**src/logic/acr_pkg.sv**
```systemverilog
// Constants, register map and field layouts of the converter control block.
// Assumes a byte-wide register port and a single 10 MHz core clock.
package acr_pkg;

  // ==========================================================================
  // Register offsets
  localparam logic [7:0] ACR_OFS_RES_LOW = 8'h78;
  localparam logic [7:0] ACR_OFS_RES_HIGH = 8'h79;
  localparam logic [7:0] ACR_OFS_CTRL = 8'h7A;
  localparam logic [7:0] ACR_OFS_SEL = 8'h7C;
  localparam logic [7:0] ACR_OFS_EV_STAT = 8'h7E;
  localparam logic [7:0] ACR_OFS_EV_MASK = 8'h7F;

  // ==========================================================================
  // Reset values and field codes
  localparam logic [7:0] ACR_RST_BYTE = 8'h00;
  localparam logic [1:0] ACR_REF_EXT = 2'h0;
  localparam logic [1:0] ACR_REF_SUPPLY = 2'h1;
  localparam logic [1:0] ACR_REF_INT = 2'h3;
  localparam logic [3:0] ACR_CH_LAST_PIN = 4'h7;
  localparam logic [3:0] ACR_CH_TEMP = 4'h8;
  localparam logic [3:0] ACR_CH_BANDGAP = 4'hE;
  localparam logic [3:0] ACR_CH_GROUND = 4'hF;
  localparam logic [2:0] ACR_DIV_MIN_CODE = 3'h1;
  localparam logic [7:0] ACR_DIV_BASE = 8'h02;
  localparam logic [9:0] ACR_CODE_ZERO = 10'h000;

  // ==========================================================================
  // Conversion lengths in converter clock cycles
  localparam logic [4:0] ACR_FIRST_CYCLES = 5'd25;
  localparam logic [4:0] ACR_NORMAL_CYCLES = 5'd13;

  // ==========================================================================
  // Event status bits
  localparam int ACR_EV_W = 2;
  localparam int ACR_EV_DONE = 0;
  localparam int ACR_EV_ABORT = 1;

  // ==========================================================================
  // Types
  typedef struct packed {
    logic enable;
    logic start;
    logic auto_trig;
    logic done_flag;
    logic irq_en;
    logic [2:0] clk_div;
  } acr_ctrl_t;

  typedef struct packed {
    logic [1:0] ref_sel;
    logic left_align;
    logic unused;
    logic [3:0] chan;
  } acr_sel_t;

  typedef struct packed {
    logic [1:0] ref_sel;
    logic [3:0] chan;
    logic temp_sensor_en;
    logic int_ref_en;
    logic supply_ref_en;
    logic bandgap_en;
    logic ground_en;
    logic converting;
  } acr_analog_t;

  typedef enum logic [2:0] {
    ACR_IDLE = 3'b001,
    ACR_WAIT = 3'b010,
    ACR_CONV = 3'b100
  } acr_state_t;

endpackage : acr_pkg

```
**src/logic/acr_top.sv**
```systemverilog
// Control and result logic for a 10-bit successive-approximation converter.
// Assumes the analog core returns its code on a pin bus from another domain
// and that the trigger source is already selected by logic on core_clk.
//
// Added by the designer: the address-and-strobe port.
`timescale 1ns/1ns

module acr_top (
  input wire logic core_clk,
  input wire logic rst_n,
  input wire logic [7:0] reg_addr,
  input wire logic [7:0] reg_wdata,
  input wire logic reg_wr,
  input wire logic reg_rd,
  output logic [7:0] reg_rdata,
  input wire logic [9:0] core_code,
  input wire logic trigger_in,
  input wire logic free_run_select,
  input wire logic global_irq_enable,
  input wire logic irq_vector_ack,
  output acr_pkg::acr_analog_t analog,
  output logic conv_irq_req,
  output logic irq
);
  import acr_pkg::*;

  // ==========================================================================
  // Helpers
  function automatic logic [6:0] div_limit(input logic [2:0] code);
    logic [7:0] d;
    d = (code <= ACR_DIV_MIN_CODE) ? ACR_DIV_BASE : (8'h01 << code);
    return 7'(d - 8'h01);
  endfunction : div_limit

  acr_ctrl_t ctrl;
  acr_sel_t sel;
  acr_sel_t act;
  acr_state_t state;
  logic [9:0] code_s1;
  logic [9:0] code_s2;
  logic [9:0] result;
  logic [6:0] div_cnt;
  logic adc_tick;
  logic [4:0] cyc_cnt;
  logic [4:0] conv_len;
  logic init_due;
  logic trig_prev;
  logic start_pend;
  logic [ACR_EV_W-1:0] ev_stat;
  logic [ACR_EV_W-1:0] ev_mask;
  logic wr_ctrl;
  logic wr_sel;
  logic busy;
  logic trig_edge;
  logic last_cyc;
  logic conv_done;
  logic abort;
  logic sel_track;
  acr_ctrl_t wctrl;

  assign wctrl = acr_ctrl_t'(reg_wdata);
  assign wr_ctrl = reg_wr && reg_addr == ACR_OFS_CTRL;
  assign wr_sel = reg_wr && reg_addr == ACR_OFS_SEL;
  assign busy = state != ACR_IDLE;
  assign trig_edge = ctrl.auto_trig && trigger_in && !trig_prev;
  assign last_cyc = state == ACR_CONV && cyc_cnt == 5'(conv_len - 5'd1);
  assign conv_done = last_cyc && adc_tick;
  assign abort = wr_ctrl && !wctrl.enable && busy;
  assign sel_track = state != ACR_CONV || last_cyc;

  // ==========================================================================
  // Pin synchroniser for the core code
  always_ff @(posedge core_clk or negedge rst_n) begin
    if (!rst_n) begin
      code_s1 <= ACR_CODE_ZERO;
      code_s2 <= ACR_CODE_ZERO;
    end else begin
      code_s1 <= core_code;
      code_s2 <= code_s1;
    end
  end

  // ==========================================================================
  // Prescaler
  always_ff @(posedge core_clk or negedge rst_n) begin
    if (!rst_n) begin
      div_cnt <= '0;
      adc_tick <= 1'b0;
    end else if (!ctrl.enable) begin
      div_cnt <= '0;
      adc_tick <= 1'b0;
    end else if (div_cnt >= div_limit(ctrl.clk_div)) begin
      div_cnt <= '0;
      adc_tick <= 1'b1;
    end else begin
      div_cnt <= div_cnt + 7'd1;
      adc_tick <= 1'b0;
    end
  end

  // ==========================================================================
  // Control register
  always_ff @(posedge core_clk or negedge rst_n) begin
    if (!rst_n) begin
      ctrl <= acr_ctrl_t'(ACR_RST_BYTE);
    end else begin
      if (wr_ctrl) begin
        ctrl.enable <= wctrl.enable;
        ctrl.auto_trig <= wctrl.auto_trig;
        ctrl.irq_en <= wctrl.irq_en;
        ctrl.clk_div <= wctrl.clk_div;
      end
      ctrl.start <= 1'b0;
      if (conv_done) begin
        ctrl.done_flag <= 1'b1;
      end else if ((wr_ctrl && wctrl.done_flag) || irq_vector_ack) begin
        ctrl.done_flag <= 1'b0;
      end
    end
  end

  // ==========================================================================
  // Selection register and its buffered copy
  always_ff @(posedge core_clk or negedge rst_n) begin
    if (!rst_n) begin
      sel <= acr_sel_t'(ACR_RST_BYTE);
    end else if (wr_sel) begin
      sel <= acr_sel_t'(reg_wdata);
      sel.unused <= 1'b0;
    end
  end

  always_ff @(posedge core_clk or negedge rst_n) begin
    if (!rst_n) begin
      act <= acr_sel_t'(ACR_RST_BYTE);
    end else if (sel_track) begin
      act <= sel;
    end
  end

  // ==========================================================================
  // Conversion sequencer
  always_ff @(posedge core_clk or negedge rst_n) begin
    if (!rst_n) begin
      trig_prev <= 1'b0;
    end else begin
      trig_prev <= trigger_in;
    end
  end

  always_ff @(posedge core_clk or negedge rst_n) begin
    if (!rst_n) begin
      init_due <= 1'b0;
    end else if (wr_ctrl && wctrl.enable && !ctrl.enable) begin
      init_due <= 1'b1;
    end else if (state == ACR_WAIT && adc_tick) begin
      init_due <= 1'b0;
    end
  end

  always_ff @(posedge core_clk or negedge rst_n) begin
    if (!rst_n) begin
      start_pend <= 1'b0;
    end else if (!ctrl.enable || state != ACR_IDLE) begin
      start_pend <= 1'b0;
    end else begin
      start_pend <= trig_edge;
    end
  end

  always_ff @(posedge core_clk or negedge rst_n) begin
    if (!rst_n) begin
      state <= ACR_IDLE;
      cyc_cnt <= '0;
      conv_len <= ACR_NORMAL_CYCLES;
    end else begin
      case (state)
        ACR_IDLE: begin
          if (wr_ctrl && wctrl.start && wctrl.enable) begin
            state <= ACR_WAIT;
          end else if (ctrl.enable && (trig_edge || start_pend)) begin
            state <= ACR_WAIT;
          end
        end
        ACR_WAIT: begin
          if (abort) begin
            state <= ACR_IDLE;
          end else if (adc_tick) begin
            state <= ACR_CONV;
            cyc_cnt <= '0;
            conv_len <= init_due ? ACR_FIRST_CYCLES
                                 : ACR_NORMAL_CYCLES;
          end
        end
        ACR_CONV: begin
          if (abort) begin
            state <= ACR_IDLE;
          end else if (conv_done) begin
            state <= (ctrl.auto_trig && free_run_select) ? ACR_WAIT
                                                         : ACR_IDLE;
          end else if (adc_tick) begin
            cyc_cnt <= cyc_cnt + 5'd1;
          end
        end
        default: begin
          state <= ACR_IDLE;
        end
      endcase
    end
  end

  // ==========================================================================
  // Result capture
  always_ff @(posedge core_clk or negedge rst_n) begin
    if (!rst_n) begin
      result <= ACR_CODE_ZERO;
    end else if (conv_done) begin
      result <= code_s2;
    end
  end

  // ==========================================================================
  // Analog side controls
  always_ff @(posedge core_clk or negedge rst_n) begin
    if (!rst_n) begin
      analog <= '0;
    end else begin
      analog.ref_sel <= act.ref_sel;
      analog.chan <= act.chan;
      analog.temp_sensor_en <= act.chan == ACR_CH_TEMP;
      analog.int_ref_en <= act.ref_sel == ACR_REF_INT;
      analog.supply_ref_en <= act.ref_sel == ACR_REF_SUPPLY;
      analog.bandgap_en <= act.chan == ACR_CH_BANDGAP;
      analog.ground_en <= act.chan == ACR_CH_GROUND;
      analog.converting <= state == ACR_CONV && ctrl.enable;
    end
  end

  // ==========================================================================
  // Event status, mask and interrupt outputs
  always_ff @(posedge core_clk or negedge rst_n) begin
    if (!rst_n) begin
      ev_stat <= '0;
      ev_mask <= '0;
    end else begin
      if (reg_wr && reg_addr == ACR_OFS_EV_MASK) begin
        ev_mask <= reg_wdata[ACR_EV_W-1:0];
      end
      for (int i = 0; i < ACR_EV_W; i++) begin
        if ((i == ACR_EV_DONE && conv_done) || (i == ACR_EV_ABORT && abort)) begin
          ev_stat[i] <= 1'b1;
        end else if (reg_wr && reg_addr == ACR_OFS_EV_STAT && reg_wdata[i]) begin
          ev_stat[i] <= 1'b0;
        end
      end
    end
  end

  always_ff @(posedge core_clk or negedge rst_n) begin
    if (!rst_n) begin
      irq <= 1'b0;
      conv_irq_req <= 1'b0;
    end else begin
      irq <= |(ev_stat & ev_mask);
      conv_irq_req <= ctrl.done_flag && ctrl.irq_en
                      && global_irq_enable;
    end
  end

  // ==========================================================================
  // Register read port
  always_ff @(posedge core_clk or negedge rst_n) begin
    if (!rst_n) begin
      reg_rdata <= ACR_RST_BYTE;
    end else if (reg_rd) begin
      case (reg_addr)
        ACR_OFS_CTRL: begin
          reg_rdata <= {ctrl.enable, busy, ctrl.auto_trig, ctrl.done_flag,
                        ctrl.irq_en, ctrl.clk_div};
        end
        ACR_OFS_SEL: begin
          reg_rdata <= {sel.ref_sel, sel.left_align, 1'b0, sel.chan};
        end
        ACR_OFS_RES_LOW: begin
          reg_rdata <= sel.left_align ? {result[1:0], 6'h00}
                                      : result[7:0];
        end
        ACR_OFS_RES_HIGH: begin
          reg_rdata <= sel.left_align ? result[9:2]
                                      : {6'h00, result[9:8]};
        end
        ACR_OFS_EV_STAT: begin
          reg_rdata <= {{(8-ACR_EV_W){1'b0}}, ev_stat};
        end
        ACR_OFS_EV_MASK: begin
          reg_rdata <= {{(8-ACR_EV_W){1'b0}}, ev_mask};
        end
        default: begin
          reg_rdata <= ACR_RST_BYTE;
        end
      endcase
    end
  end

  // ==========================================================================
  // Assertions
  property p_bit4_zero;
    @(posedge core_clk) disable iff (!rst_n)
    reg_rd && reg_addr == ACR_OFS_SEL |=> reg_rdata[4] == 1'b0;
  endproperty
  a_bit4_zero: assert property (p_bit4_zero)
    else $error("selection bit 4 read nonzero");

  property p_conv_len;
    @(posedge core_clk) disable iff (!rst_n)
    $rose(state == ACR_CONV) |-> conv_len == ($past(init_due)
      ? ACR_FIRST_CYCLES : ACR_NORMAL_CYCLES);
  endproperty
  a_conv_len: assert property (p_conv_len)
    else $error("conversion length wrong");

  property p_done_flag;
    @(posedge core_clk) disable iff (!rst_n)
    conv_done |=> ctrl.done_flag && result == $past(code_s2);
  endproperty
  a_done_flag: assert property (p_done_flag)
    else $error("done flag or result not updated");

  property p_abort;
    @(posedge core_clk) disable iff (!rst_n)
    abort |=> state == ACR_IDLE ##1 !analog.converting;
  endproperty
  a_abort: assert property (p_abort)
    else $error("disable did not abort conversion");

  property p_busy_read;
    @(posedge core_clk) disable iff (!rst_n)
    reg_rd && reg_addr == ACR_OFS_CTRL |=> reg_rdata[6] == $past(busy);
  endproperty
  a_busy_read: assert property (p_busy_read)
    else $error("start bit does not show busy");

  property p_sel_locked;
    @(posedge core_clk) disable iff (!rst_n)
    state == ACR_CONV && !last_cyc && !abort |=> $stable(act);
  endproperty
  a_sel_locked: assert property (p_sel_locked)
    else $error("selection changed during conversion");

  property p_irq_req;
    @(posedge core_clk) disable iff (!rst_n)
    ctrl.done_flag && ctrl.irq_en && global_irq_enable |=> conv_irq_req;
  endproperty
  a_irq_req: assert property (p_irq_req)
    else $error("interrupt request missing");

  property p_left_high;
    @(posedge core_clk) disable iff (!rst_n)
    reg_rd && reg_addr == ACR_OFS_RES_HIGH && sel.left_align
      |=> reg_rdata == $past(result[9:2]);
  endproperty
  a_left_high: assert property (p_left_high)
    else $error("left adjusted high byte wrong");

  property p_tick_gap;
    @(posedge core_clk) disable iff (!rst_n)
    adc_tick && ctrl.enable && $stable(ctrl.clk_div) |=> !adc_tick;
  endproperty
  a_tick_gap: assert property (p_tick_gap)
    else $error("converter clock faster than half rate");

  c_first: cover property (@(posedge core_clk) disable iff (!rst_n)
    conv_done && conv_len == ACR_FIRST_CYCLES);
  c_trig: cover property (@(posedge core_clk) disable iff (!rst_n)
    trig_edge && state == ACR_IDLE);
  c_abort: cover property (@(posedge core_clk) disable iff (!rst_n)
    abort);

endmodule : acr_top

```
**config.mk**
```make
export PLATFORM = sky130hd
export DESIGN_NAME = acr_top
export DESIGN_NICKNAME = d
export VERILOG_FILES = /design/src/logic/acr_pkg.sv /design/src/logic/acr_top.sv
export SDC_FILE = /design/constraint.sdc
export NUM_CORES = 1
export LEC_CHECK = 0
export BUFFER_PORTS_ARGS = -buffer_cell sky130_fd_sc_hd__buf_2
export CAP_MARGIN = 10
export CORE_MARGIN = 2
export CORE_UTILIZATION = 62
export CTS_CLUSTER_DIAMETER = 120
export DETAILED_ROUTE_END_ITERATION = 7
export PLACE_DENSITY = 0.85
export SLEW_MARGIN = 10
export SYNTH_ARGS = -nofsm -noshare
export SYNTH_HDL_FRONTEND = slang
export SYNTH_SLANG_ARGS = --single-unit
export TNS_END_PERCENT = 30
```
**constraint.sdc**
```tcl
create_clock -name core_clk -period 7.05 [get_ports core_clk]
set_clock_uncertainty 0.1 [all_clocks]
set_input_delay 1.0575 -clock core_clk [delete_from_list [all_inputs] [get_ports core_clk]]
set_output_delay 1.0575 -clock core_clk [all_outputs]
set_load 0.02 [all_outputs]
```
Yosys cells after proc, flatten, opt, wreduce, memory -nomap -nowiden
Cells that the tools add are included.

Add/subtract/negate cells: 4. $lt $le $gt $ge: 2. Equality and inequality tests: 25. Shift operators: 1. Mux-type cells: 32. Bitwise gates (word level): 2. Reductions and logical operators: 39.

Operator list (number): $eq A8 B7 Y1 const B (6); $pmux W8 S6 (1); $mux W5 (6); $logic_and A1 B1 Y1 (23); $mux W7 (3); $mux W3 (6); $mux W8 (2); $eq A4 B4 Y1 const B (3); $ne A3 B3 Y1 const B (4); $mux W1 (11); $ne A2 B2 Y1 const B (5); $pmux W5 S2 (1); $reduce_bool A2 Y1 (5); $pmux W3 S3 (1); $add A7 B1 Y7 const B (1); $ge A7 B7 Y1 (1); $shl A1 B3 Y7 const A (1); $sub A7 B1 Y7 const B (1); $reduce_and A3 Y1 (2); $reduce_and A6 Y1 (1); $add A5 B1 Y5 const B (1); $eq A5 B5 Y1 (1); $sub A5 B1 Y5 const B (1); $logic_or A1 B1 Y1 (4); other kinds (12) (14).

Register bits after elaboration: 100. Output and inout port bits: 22. Word-level logic and storage cells: 140.

Logic depth before layout (Yosys ltp)
Gate-level depths: netlist (run 1).

Depth in word-level cells: 7. Gate-level depth with buffers: 13. Gate-level depth less buffers: 12.

Least setup slack after synthesis (run 1)
Ideal clock, no wire load.

Kind: register to register. Start: register ctrl[2] in the netlist's numbering. End: register div_cnt[2]. Arrival: 2.353 ns. Setup slack: 4.524 ns. Stages on the path, launching flop included: 14. Period minus slack after synthesis: 2.526 ns. Cell sequence: dfrtp_1 -> nor2_1 -> inv_1 -> ha_1 -> clkbuf_1 -> nor3_1 -> a21oi_1 -> o21a_1 -> ha_1 -> a21o_1 -> a21o_1 -> a21oi_1 -> o211ai_1 -> nor2_1.

Cells in the longest elaborated chain, start to end: 6.

Ends and longest elaborated chain: start, declared (RTL line acr_top.sv:35) `acr_ctrl_t ctrl;`; start signal, assigned (RTL line acr_top.sv:105) `ctrl <= acr_ctrl_t'(ACR_RST_BYTE);`; $le A3 B1 Y1 or $shl A1 B3 Y7 (tied branches) (RTL line acr_top.sv:31) `d = (code <= ACR_DIV_MIN_CODE) ? ACR_DIV_BASE : (8'h01 << code);`; $mux W7 * (RTL line acr_top.sv:31); $sub A7 B1 Y7 * (RTL line acr_top.sv:32) `return 7'(d - 8'h01);`; $ge A7 B7 Y1 * (RTL line acr_top.sv:92) `end else if (div_cnt >= div_limit(ctrl.clk_div)) begin`; $mux W7 * (RTL line acr_top.sv:92); $mux W7 * (RTL line acr_top.sv:89) `end else if (!ctrl.enable) begin`; end signal, assigned (RTL line acr_top.sv:96) `div_cnt <= div_cnt + 7'd1;`; end, declared (RTL line acr_top.sv:42) `logic [6:0] div_cnt;`.

Every way passes the cells marked *; elsewhere a longest branch is shown, timed or not. A chain may end at the register's enable or synchronous reset.

Worst setup path after layout (run 1)
Start: register ctrl[2] in the netlist's numbering. End: register div_cnt[6].

The elaborated chain is that of the path after synthesis.

==> results of run 1 <==
==> state kept, by name (all words and copies together) (netlist names), 2 cells and up <==
| signal | flops |
|---|---|
| analog | 12 |
| code_s1 | 10 |
| code_s2 | 10 |
| result | 10 |
| reg_rdata | 8 |
| ctrl | 7 |
| div_cnt | 7 |
| sel | 7 |
| act | 6 |
| cyc_cnt | 5 |
| state | 3 |
| conv_len | 2 |
| ev_mask | 2 |
| ev_stat | 2 |
==> cells by family (layout without fill, tap and decap cells) <==
logic type | after synthesis | in the layout | synth area share
simple gates | 105 | 105 | 0.1399
other cells | 1 | 2 | 0.0008810
buf+inv | 29 | 88 | 0.02998
fa+ha+maj | 11 | 11 | 0.03233
compound gates | 70 | 70 | 0.1205
flops | 97 | 97 | 0.5708
mux | 32 | 32 | 0.08524
xor+xnor | 9 | 9 | 0.02028
==> worst paths after layout <==
path                                       from                endpoint  cells past startpoint
setup reg to reg            ctrl[2]$_DFFE_PN0P_    div_cnt[6]$_DFF_PN0_                     12
hold / removal             code_s1[0]$_DFF_PN0_    code_s2[0]$_DFF_PN0_                      0
max in group asynchronous                 rst_n   result[0]$_DFFE_PN0P_                      2
min in group asynchronous                 rst_n  cyc_cnt[1]$_DFFE_PN0P_                      1
setup / recovery            ctrl[2]$_DFFE_PN0P_    div_cnt[6]$_DFF_PN0_                     12
hold reg to reg            code_s1[0]$_DFF_PN0_    code_s2[0]$_DFF_PN0_                      0
==> Yosys cell counts (all sizes together) (3+ instances only) <==
cell type / count
dfrtp: 95
mux2: 31
nand2: 26
nor2: 20
inv: 16
nand3: 13
ha: 11
o21ai: 11
buf: 9
a21oi: 8
a22oi: 7
nor2b: 7
and3: 6
o22ai: 6
a32oi: 5
nand2b: 5
xor2: 5
a21o: 4
and2: 4
clkbuf: 4
nand4b: 4
nor3: 4
nor3b: 4
xnor2: 4
a2bb2oi: 3
a32o: 3
o211ai: 3
o31ai: 3
or3: 3
==> layer usage <==
| layer | global-route usage | vias to the layer above |
|---|---|---|
| li1 | - | 1382 |
| met4 | 0.09801 | 0 |
| met2 | 0.3595 | 103 |
| met3 | 0.04550 | 17 |
| met5 | 0 | - |
| met1 | 0.3342 | 1446 |
==> power groups by stage <==
stage / combinational [mW] / sequential [mW] / clock (mW)
2_1_floorplan: 0.142 / 0.638 / 0
3_3_place_gp: 0.188 / 0.646 / 0
3_5_place_dp: 0.201 / 0.650 / 0
4_1_cts: 0.202 / 0.639 / 0.318
5_1_grt: 0.226 / 0.646 / 0.346
6_report: 0.199 / 0.639 / 0.315
==> per-stage QoR <==
step	hold slack, ps	setup slack (ps)	utilization	area, sq um
after global routing	266.8	4004	0.7074	4753
after detailed placement	235.6	4052	0.6825	4586
after global placement	232.6	4162	0.6825	4586
final	253.6	4293	0.7074	4753
after floorplan	231.2	4524	-	4260
after CTS	257.1	4277	0.7074	4753
==> area by class of cell <==
type,count,area [sq um]
Clock inverter,6,43.79
Inverter,16,60.06
Clock buffer,9,123.9
Timing Repair Buffer,57,292.8
Multi-Input combinational cell,229,1703
Sequential cell,97,2430
Fill cell,478,1966
Tap cell,80,100.1
==> worst reg2reg max path, stage by stage, from the launching register on <==
cell                       delay, ps
sky130_fd_sc_hd__dfrtp_1         460
sky130_fd_sc_hd__nor2_1          170
sky130_fd_sc_hd__inv_1            60
sky130_fd_sc_hd__ha_1            280
sky130_fd_sc_hd__nor3_1          160
sky130_fd_sc_hd__a21oi_1          60
sky130_fd_sc_hd__o21a_1          180
sky130_fd_sc_hd__ha_1            290
sky130_fd_sc_hd__a21o_1          180
sky130_fd_sc_hd__a21o_1          170
sky130_fd_sc_hd__a21oi_1         180
sky130_fd_sc_hd__o211ai_1        240
sky130_fd_sc_hd__nor2_1          160
==> flow_summary.ini, run 1 <==
[timing]
worst_slew_margin = 0.5454
layout_worst_path_cycle_share = 0.3911
max_freq_ghz = 0.3627
final-hold-violation-count = 0
setup_tns_ps = 0
slew_viol_final = 0
final-setup-viol-count = 0
grt_setup_unrepaired = false
final_min_period_ps = 2757
timing_worst_slew_pin_value_ps = 678.9

[yosys]
average_footprint_of_a_synthesized_cell_sq_um = 12.02
synth_edf_count = 0
ys_seq_elements = 97
synth_cells = 354
synth.yosys.seq_area_share = 0.5708
synth.yosys.warnings = 0
synthArstFlopShare = 1.000
yosys_cell_types = 61
yosys.area.top_type = sky130_fd_sc_hd__dfrtp_1
synth_top_cells_by_area = sky130_fd_sc_hd__dfrtp_1 (56%), sky130_fd_sc_hd__mux2_2 (7.9%), sky130_fd_sc_hd__ha_1 (3.2%), sky130_fd_sc_hd__nand2_1 (2.2%), sky130_fd_sc_hd__nor2_1 (1.8%)
post_synth_instance_area_sq_um = 4257
yosysTopAreaCellShare = 0.5585
leading_register_cell_type_out_of_synthesis = sky130_fd_sc_hd__dfrtp_1

[grt]
total_congestion_overflow_after_global_routing = 0
number_of_antenna_violations_at_the_first_check_in_global_routing = 0
grt_max_degree = 52
wire_length_of_the_first_global_routing_pass_mm = 13.68
gr-usage-all-layers = 0.2357
grt_pass1_vias = 2857

[power_and_ir_drop]
power_mw = 1.153
sequential_cell_fraction_of_total_power = 0.555
clockPowerShare = 0.273
internal-power_uw = 811.6
net_switching_power_figure_uw = 341.3
power_switching_share = 0.2961
p_per_area_nw_per_um2 = 242.5
leakagePower_nw = 2.320
ir_worst_vdd_uv = 151.5
power_frac_comb = 0.172

[worst_setup_path]
crit_path_cell_trace = nor2_1 -> inv_1 -> ha_1 -> nor3_1 -> a21oi_1 -> o21a_1 -> ha_1 -> a21o_1 -> a21o_1 -> a21oi_1 -> o211ai_1 -> nor2_1
crit_arrival_ps = 2940
max_stage_delay_ps = 460
critical_path.startpoint_type = register
critPathKind = register to register
critPathBufInv = 1
reg_to_reg_setup_timing_slack_ps = 4290
setup.worst_path.end_class = register
crit_path_top_delay_cell = sky130_fd_sc_hd__dfrtp_1
critPathRequiredTime_ps = 7230
critical_path.max_fanout = 6
critical-path-top-delay-family = compound AO/OA/AOI/OAI gates

[cells_and_area]
layout-drive-gt1-share = 0.2850
most-common-layout-cells = sky130_fd_sc_hd__dfrtp_1 (95), sky130_fd_sc_hd__buf_2 (54), sky130_fd_sc_hd__mux2_2 (30)
nets = 455
layout.cells.most_common = sky130_fd_sc_hd__dfrtp_1
stdcell_count = 494
diodes = 0
area_growth_syn_to_layout_pct = 11.67

[floorplanning]
floorplan.die.width_microns = 86.86
design.portCount = 56
die-area_sq_um = 7545
vert_die_dim_microns = 86.86
fp.coreArea_sq_um = 6719
number_of_rows_created_at_floorplan = 30
initial_util = 0.6335

[clock_tree]
ctsResizeCount = 0
cts_inserted_buffers = 9
worst_skew_pair.late_latency_ps = 350
cts_buffer_depth = 2
clk_pin_slew_ps = 90
cts.root.buffer_cell = sky130_fd_sc_hd__clkbuf_8
cts_setup_buffers = 0
cts_tree = built
clock-sinks = 97
number_of_levels_in_the_clock_h_tree = 3
count_of_hold_buffers_inserted_by_post_cts_repair = 0

[job]
drv_cap = 0

[routing]
route.detailed.drc = 0
drt_iter0_markers = 175
drtAntennaViolNets = 0
met3_wirelength_microns = 481
routed_wl_mm = 8.202
dr_total_vias = 2948
route.met2.wl_mm = 3.948
vias_per_cell = 5.968
top_signal_layer_used = met4
dr.pass1.iters = 4
post_drt_wl_per_cell_microns = 16.60
wirelength_met1_mm = 3.599

[placed_design]
place.port_buffers = 55
placedCellCount = 479
place_hpwl_mm = 6.106
routabilityCongestion = 0.9119

[status]
outcome = completed

[min_path]
hold_path_class = register to register
(Power assumes the default switching activity.)
==> run 2, diff against run 1 <==
--- a/config.mk
+++ b/config.mk
@@ -8,10 +8,10 @@
 export BUFFER_PORTS_ARGS = -buffer_cell sky130_fd_sc_hd__buf_2
 export CAP_MARGIN = 10
 export CORE_MARGIN = 2
-export CORE_UTILIZATION = 62
+export CORE_UTILIZATION = 57
 export CTS_CLUSTER_DIAMETER = 120
 export DETAILED_ROUTE_END_ITERATION = 7
-export PLACE_DENSITY = 0.85
+export PLACE_DENSITY = 0.79
 export SLEW_MARGIN = 10
 export SYNTH_ARGS = -nofsm -noshare
 export SYNTH_HDL_FRONTEND = slang
==> constraint.sdc (replaced) <==
create_clock -name core_clk -period 2.7 [get_ports core_clk]
set_clock_uncertainty 0.1 [all_clocks]
set_input_delay 0.405 -clock core_clk [delete_from_list [all_inputs] [get_ports core_clk]]
set_output_delay 0.405 -clock core_clk [all_outputs]
set_load 0.02 [all_outputs]
==> run 2 against run 1 <==
  * Highest routed layer unchanged
  * First-iteration DRC count up 18%
  * Via count is 0.27% higher
  * Die area is 8.4% higher
  * Sequential power rose to 2.6 times the previous value
  * Global-route usage down 1.7 points
  * Sequential cell count is the same
  * Setup slack got worse by 4200 ps
  * Cell count increased by 4.7%
  * Non-clock buffer count up 4
  * Count of clock-buffer cells in the layout unchanged
==> flow_summary.ini, run 2 (synthesis gave the netlist of run 1 again) <==
[floorplanning]
fp.coreArea_sq_um = 7253
vert_die_dim_microns = 90.42
design.portCount = 56
initial_util = 0.5869
number_of_rows_created_at_floorplan = 31
floorplan.die.width_microns = 90.42
die-area_sq_um = 8175

[power_and_ir_drop]
sequential_cell_fraction_of_total_power = 0.546
power_switching_share = 0.2987
clockPowerShare = 0.279
net_switching_power_figure_uw = 912.4
ir_worst_vdd_uv = 473.7
leakagePower_nw = 2.353
p_per_area_nw_per_um2 = 628.9
power_frac_comb = 0.175
internal-power_mw = 2.142

[worst_setup_path]
reg_to_reg_setup_timing_slack_ps = 110
crit_path_top_delay_cell = sky130_fd_sc_hd__dfrtp_2
critPathKind = register to register
crit_arrival_ps = 2770
worstReg2RegStart = ctrl[2]$_DFFE_PN0P_
critical_path.startpoint_type = register
worst-r2r-cell-count = 12
timing.critical_path.mode_cell = sky130_fd_sc_hd__a21o_1
crit_path_cell_trace = nor2_4 -> inv_1 -> ha_4 -> nor3_1 -> a21oi_1 -> o21a_1 -> ha_1 -> a21o_1 -> a21o_1 -> a21oi_2 -> o211ai_1 -> nor2_1
max_stage_delay_ps = 450
cp-startpoint = ctrl[2]$_DFFE_PN0P_
critPathRequiredTime_ps = 2880
critical-path-top-delay-family = compound AO/OA/AOI/OAI gates
critical_path.max_fanout = 6
setup.worst_path.end_class = register
cp_num_cells = 12
critPathBufInv = 1

[routing]
drtAntennaViolNets = 0
route.detailed.drc = 0
dr.pass1.iters = 4
post_drt_wl_per_cell_microns = 16.28
routed_wl_mm = 8.416
dr_total_vias = 2956
vias_per_cell = 5.718
drt_iter0_markers = 207

[timing]
timing_worst_slew_pin_value_ps = 653.8
final-setup-viol-count = 0
layout_worst_path_cycle_share = 0.9576
final_min_period_ps = 2586
slew_viol_final = 0
final-hold-violation-count = 0
worst_slew_margin = 0.5622
setup_tns_ps = 0
max_freq_ghz = 0.3868

[placed_design]
place_hpwl_mm = 6.201
routabilityCongestion = 0.9090
place.port_buffers = 55

[cells_and_area]
finish.utilization = 0.6697
max_flop_register = analog
most-common-layout-cells = sky130_fd_sc_hd__dfrtp_1 (94), sky130_fd_sc_hd__buf_2 (54), sky130_fd_sc_hd__mux2_2 (30)
diodes = 0
n_fill_cell = 569
nets = 459
area_growth_syn_to_layout_pct = 14.11
largest_reg_flops = 12
layout-drive-gt1-share = 0.2990
layout.cells.most_common = sky130_fd_sc_hd__dfrtp_1

[clock_tree]
number_of_levels_in_the_clock_h_tree = 3
clock-sinks = 97
clk_pin_slew_ps = 100
worst_skew_pair.late_latency_ps = 360
cts.root.buffer_cell = sky130_fd_sc_hd__clkbuf_8
cts_buffer_depth = 2
cts_tree = built
cts_inserted_buffers = 9

[job]
drv_cap = 0

[grt]
number_of_antenna_violations_at_the_first_check_in_global_routing = 0
grt_max_degree = 58
gr-usage-all-layers = 0.2184
grt_pass1_vias = 2882
wire_length_of_the_first_global_routing_pass_mm = 14.07
total_congestion_overflow_after_global_routing = 0

[min_path]
hold_path.startpoint = core_code[4]
worstHoldPathCells = 1
hold_path_class = input port to register

[status]
outcome = completed
[run 2: per-stage QoR]
step / cell area, sq um / worst slack (ps) / hold slack [ps] / total power, mW / instances
floorplan: 4260 / 173.8 / 9.409 / 2.038 / 355
global placement: 4637 / 131.1 / 231.8 / 2.190 / 500
detailed placement: 4637 / -46.01 / 235.5 / 2.217 / 500
CTS: 4827 / 6.331 / 31.82 / 3.063 / 516
global route: 4857 / -58.99 / 22.50 / 3.216 / 517
finish: 4857 / 114.4 / 42.90 / 3.054 / 517
[run 2: repair_timing]
action	in CTS	in global routing
pin swaps	1	2
buffers inserted	0	1
hold buffers	1	0
hold endpoints to repair	39	0
gates resized for setup	1	5
endpoints found under the setup margin	6	8
[run 2: path summary, 6_finish.rpt]
path                                      endpoint
hold / removal                code_s1[4]$_DFF_PN0_
min in group asynchronous   cyc_cnt[3]$_DFFE_PN0P_
setup / recovery              div_cnt[4]$_DFF_PN0_
setup reg to reg              div_cnt[4]$_DFF_PN0_
max in group asynchronous  conv_len[2]$_DFFE_PN1P_
hold reg to reg               code_s2[5]$_DFF_PN0_
[run 2: area by class of cell]
type / instances / area (sq um) / area share
Inverter: 16 / 60.06 / 0.01236
Sequential cell: 97 / 2431 / 0.5005
Timing Repair Buffer: 61 / 337.8 / 0.06955
Clock inverter: 6 / 53.80 / 0.01108
Clock buffer: 9 / 123.9 / 0.02550
Tap cell: 99 / 123.9 / 0.02550
Multi-Input combinational cell: 229 / 1727 / 0.3555
[run 2: per-layer routing]
layer  vias to the layer above  global-route usage  wire (microns)
met5                         -                   0               0
met4                         0             0.08462             102
met3                         9             0.03506             457
met2                        99              0.3452            4070
met1                      1444              0.3067            3786
li1                       1404                   -               -
[run 2: worst register-to-register path: stages (launching register included)]
cell and delay [ps]:
sky130_fd_sc_hd__dfrtp_2 450, sky130_fd_sc_hd__nor2_4 130, sky130_fd_sc_hd__inv_1 90, sky130_fd_sc_hd__ha_4 190, sky130_fd_sc_hd__nor3_1 130, sky130_fd_sc_hd__a21oi_1 60
sky130_fd_sc_hd__o21a_1 170, sky130_fd_sc_hd__ha_1 290, sky130_fd_sc_hd__a21o_1 190, sky130_fd_sc_hd__a21o_1 180, sky130_fd_sc_hd__a21oi_2 140, sky130_fd_sc_hd__o211ai_1 220
sky130_fd_sc_hd__nor2_1 180
[run 2: power by group through the flow]
stage	clock [mW]	sequential (mW)	combinational [mW]
after floorplan	0	1.67	0.372
after global placement	0	1.69	0.499
after detailed placement	0	1.69	0.524
after CTS	0.871	1.67	0.527
after global routing	0.931	1.68	0.601
final	0.853	1.67	0.534
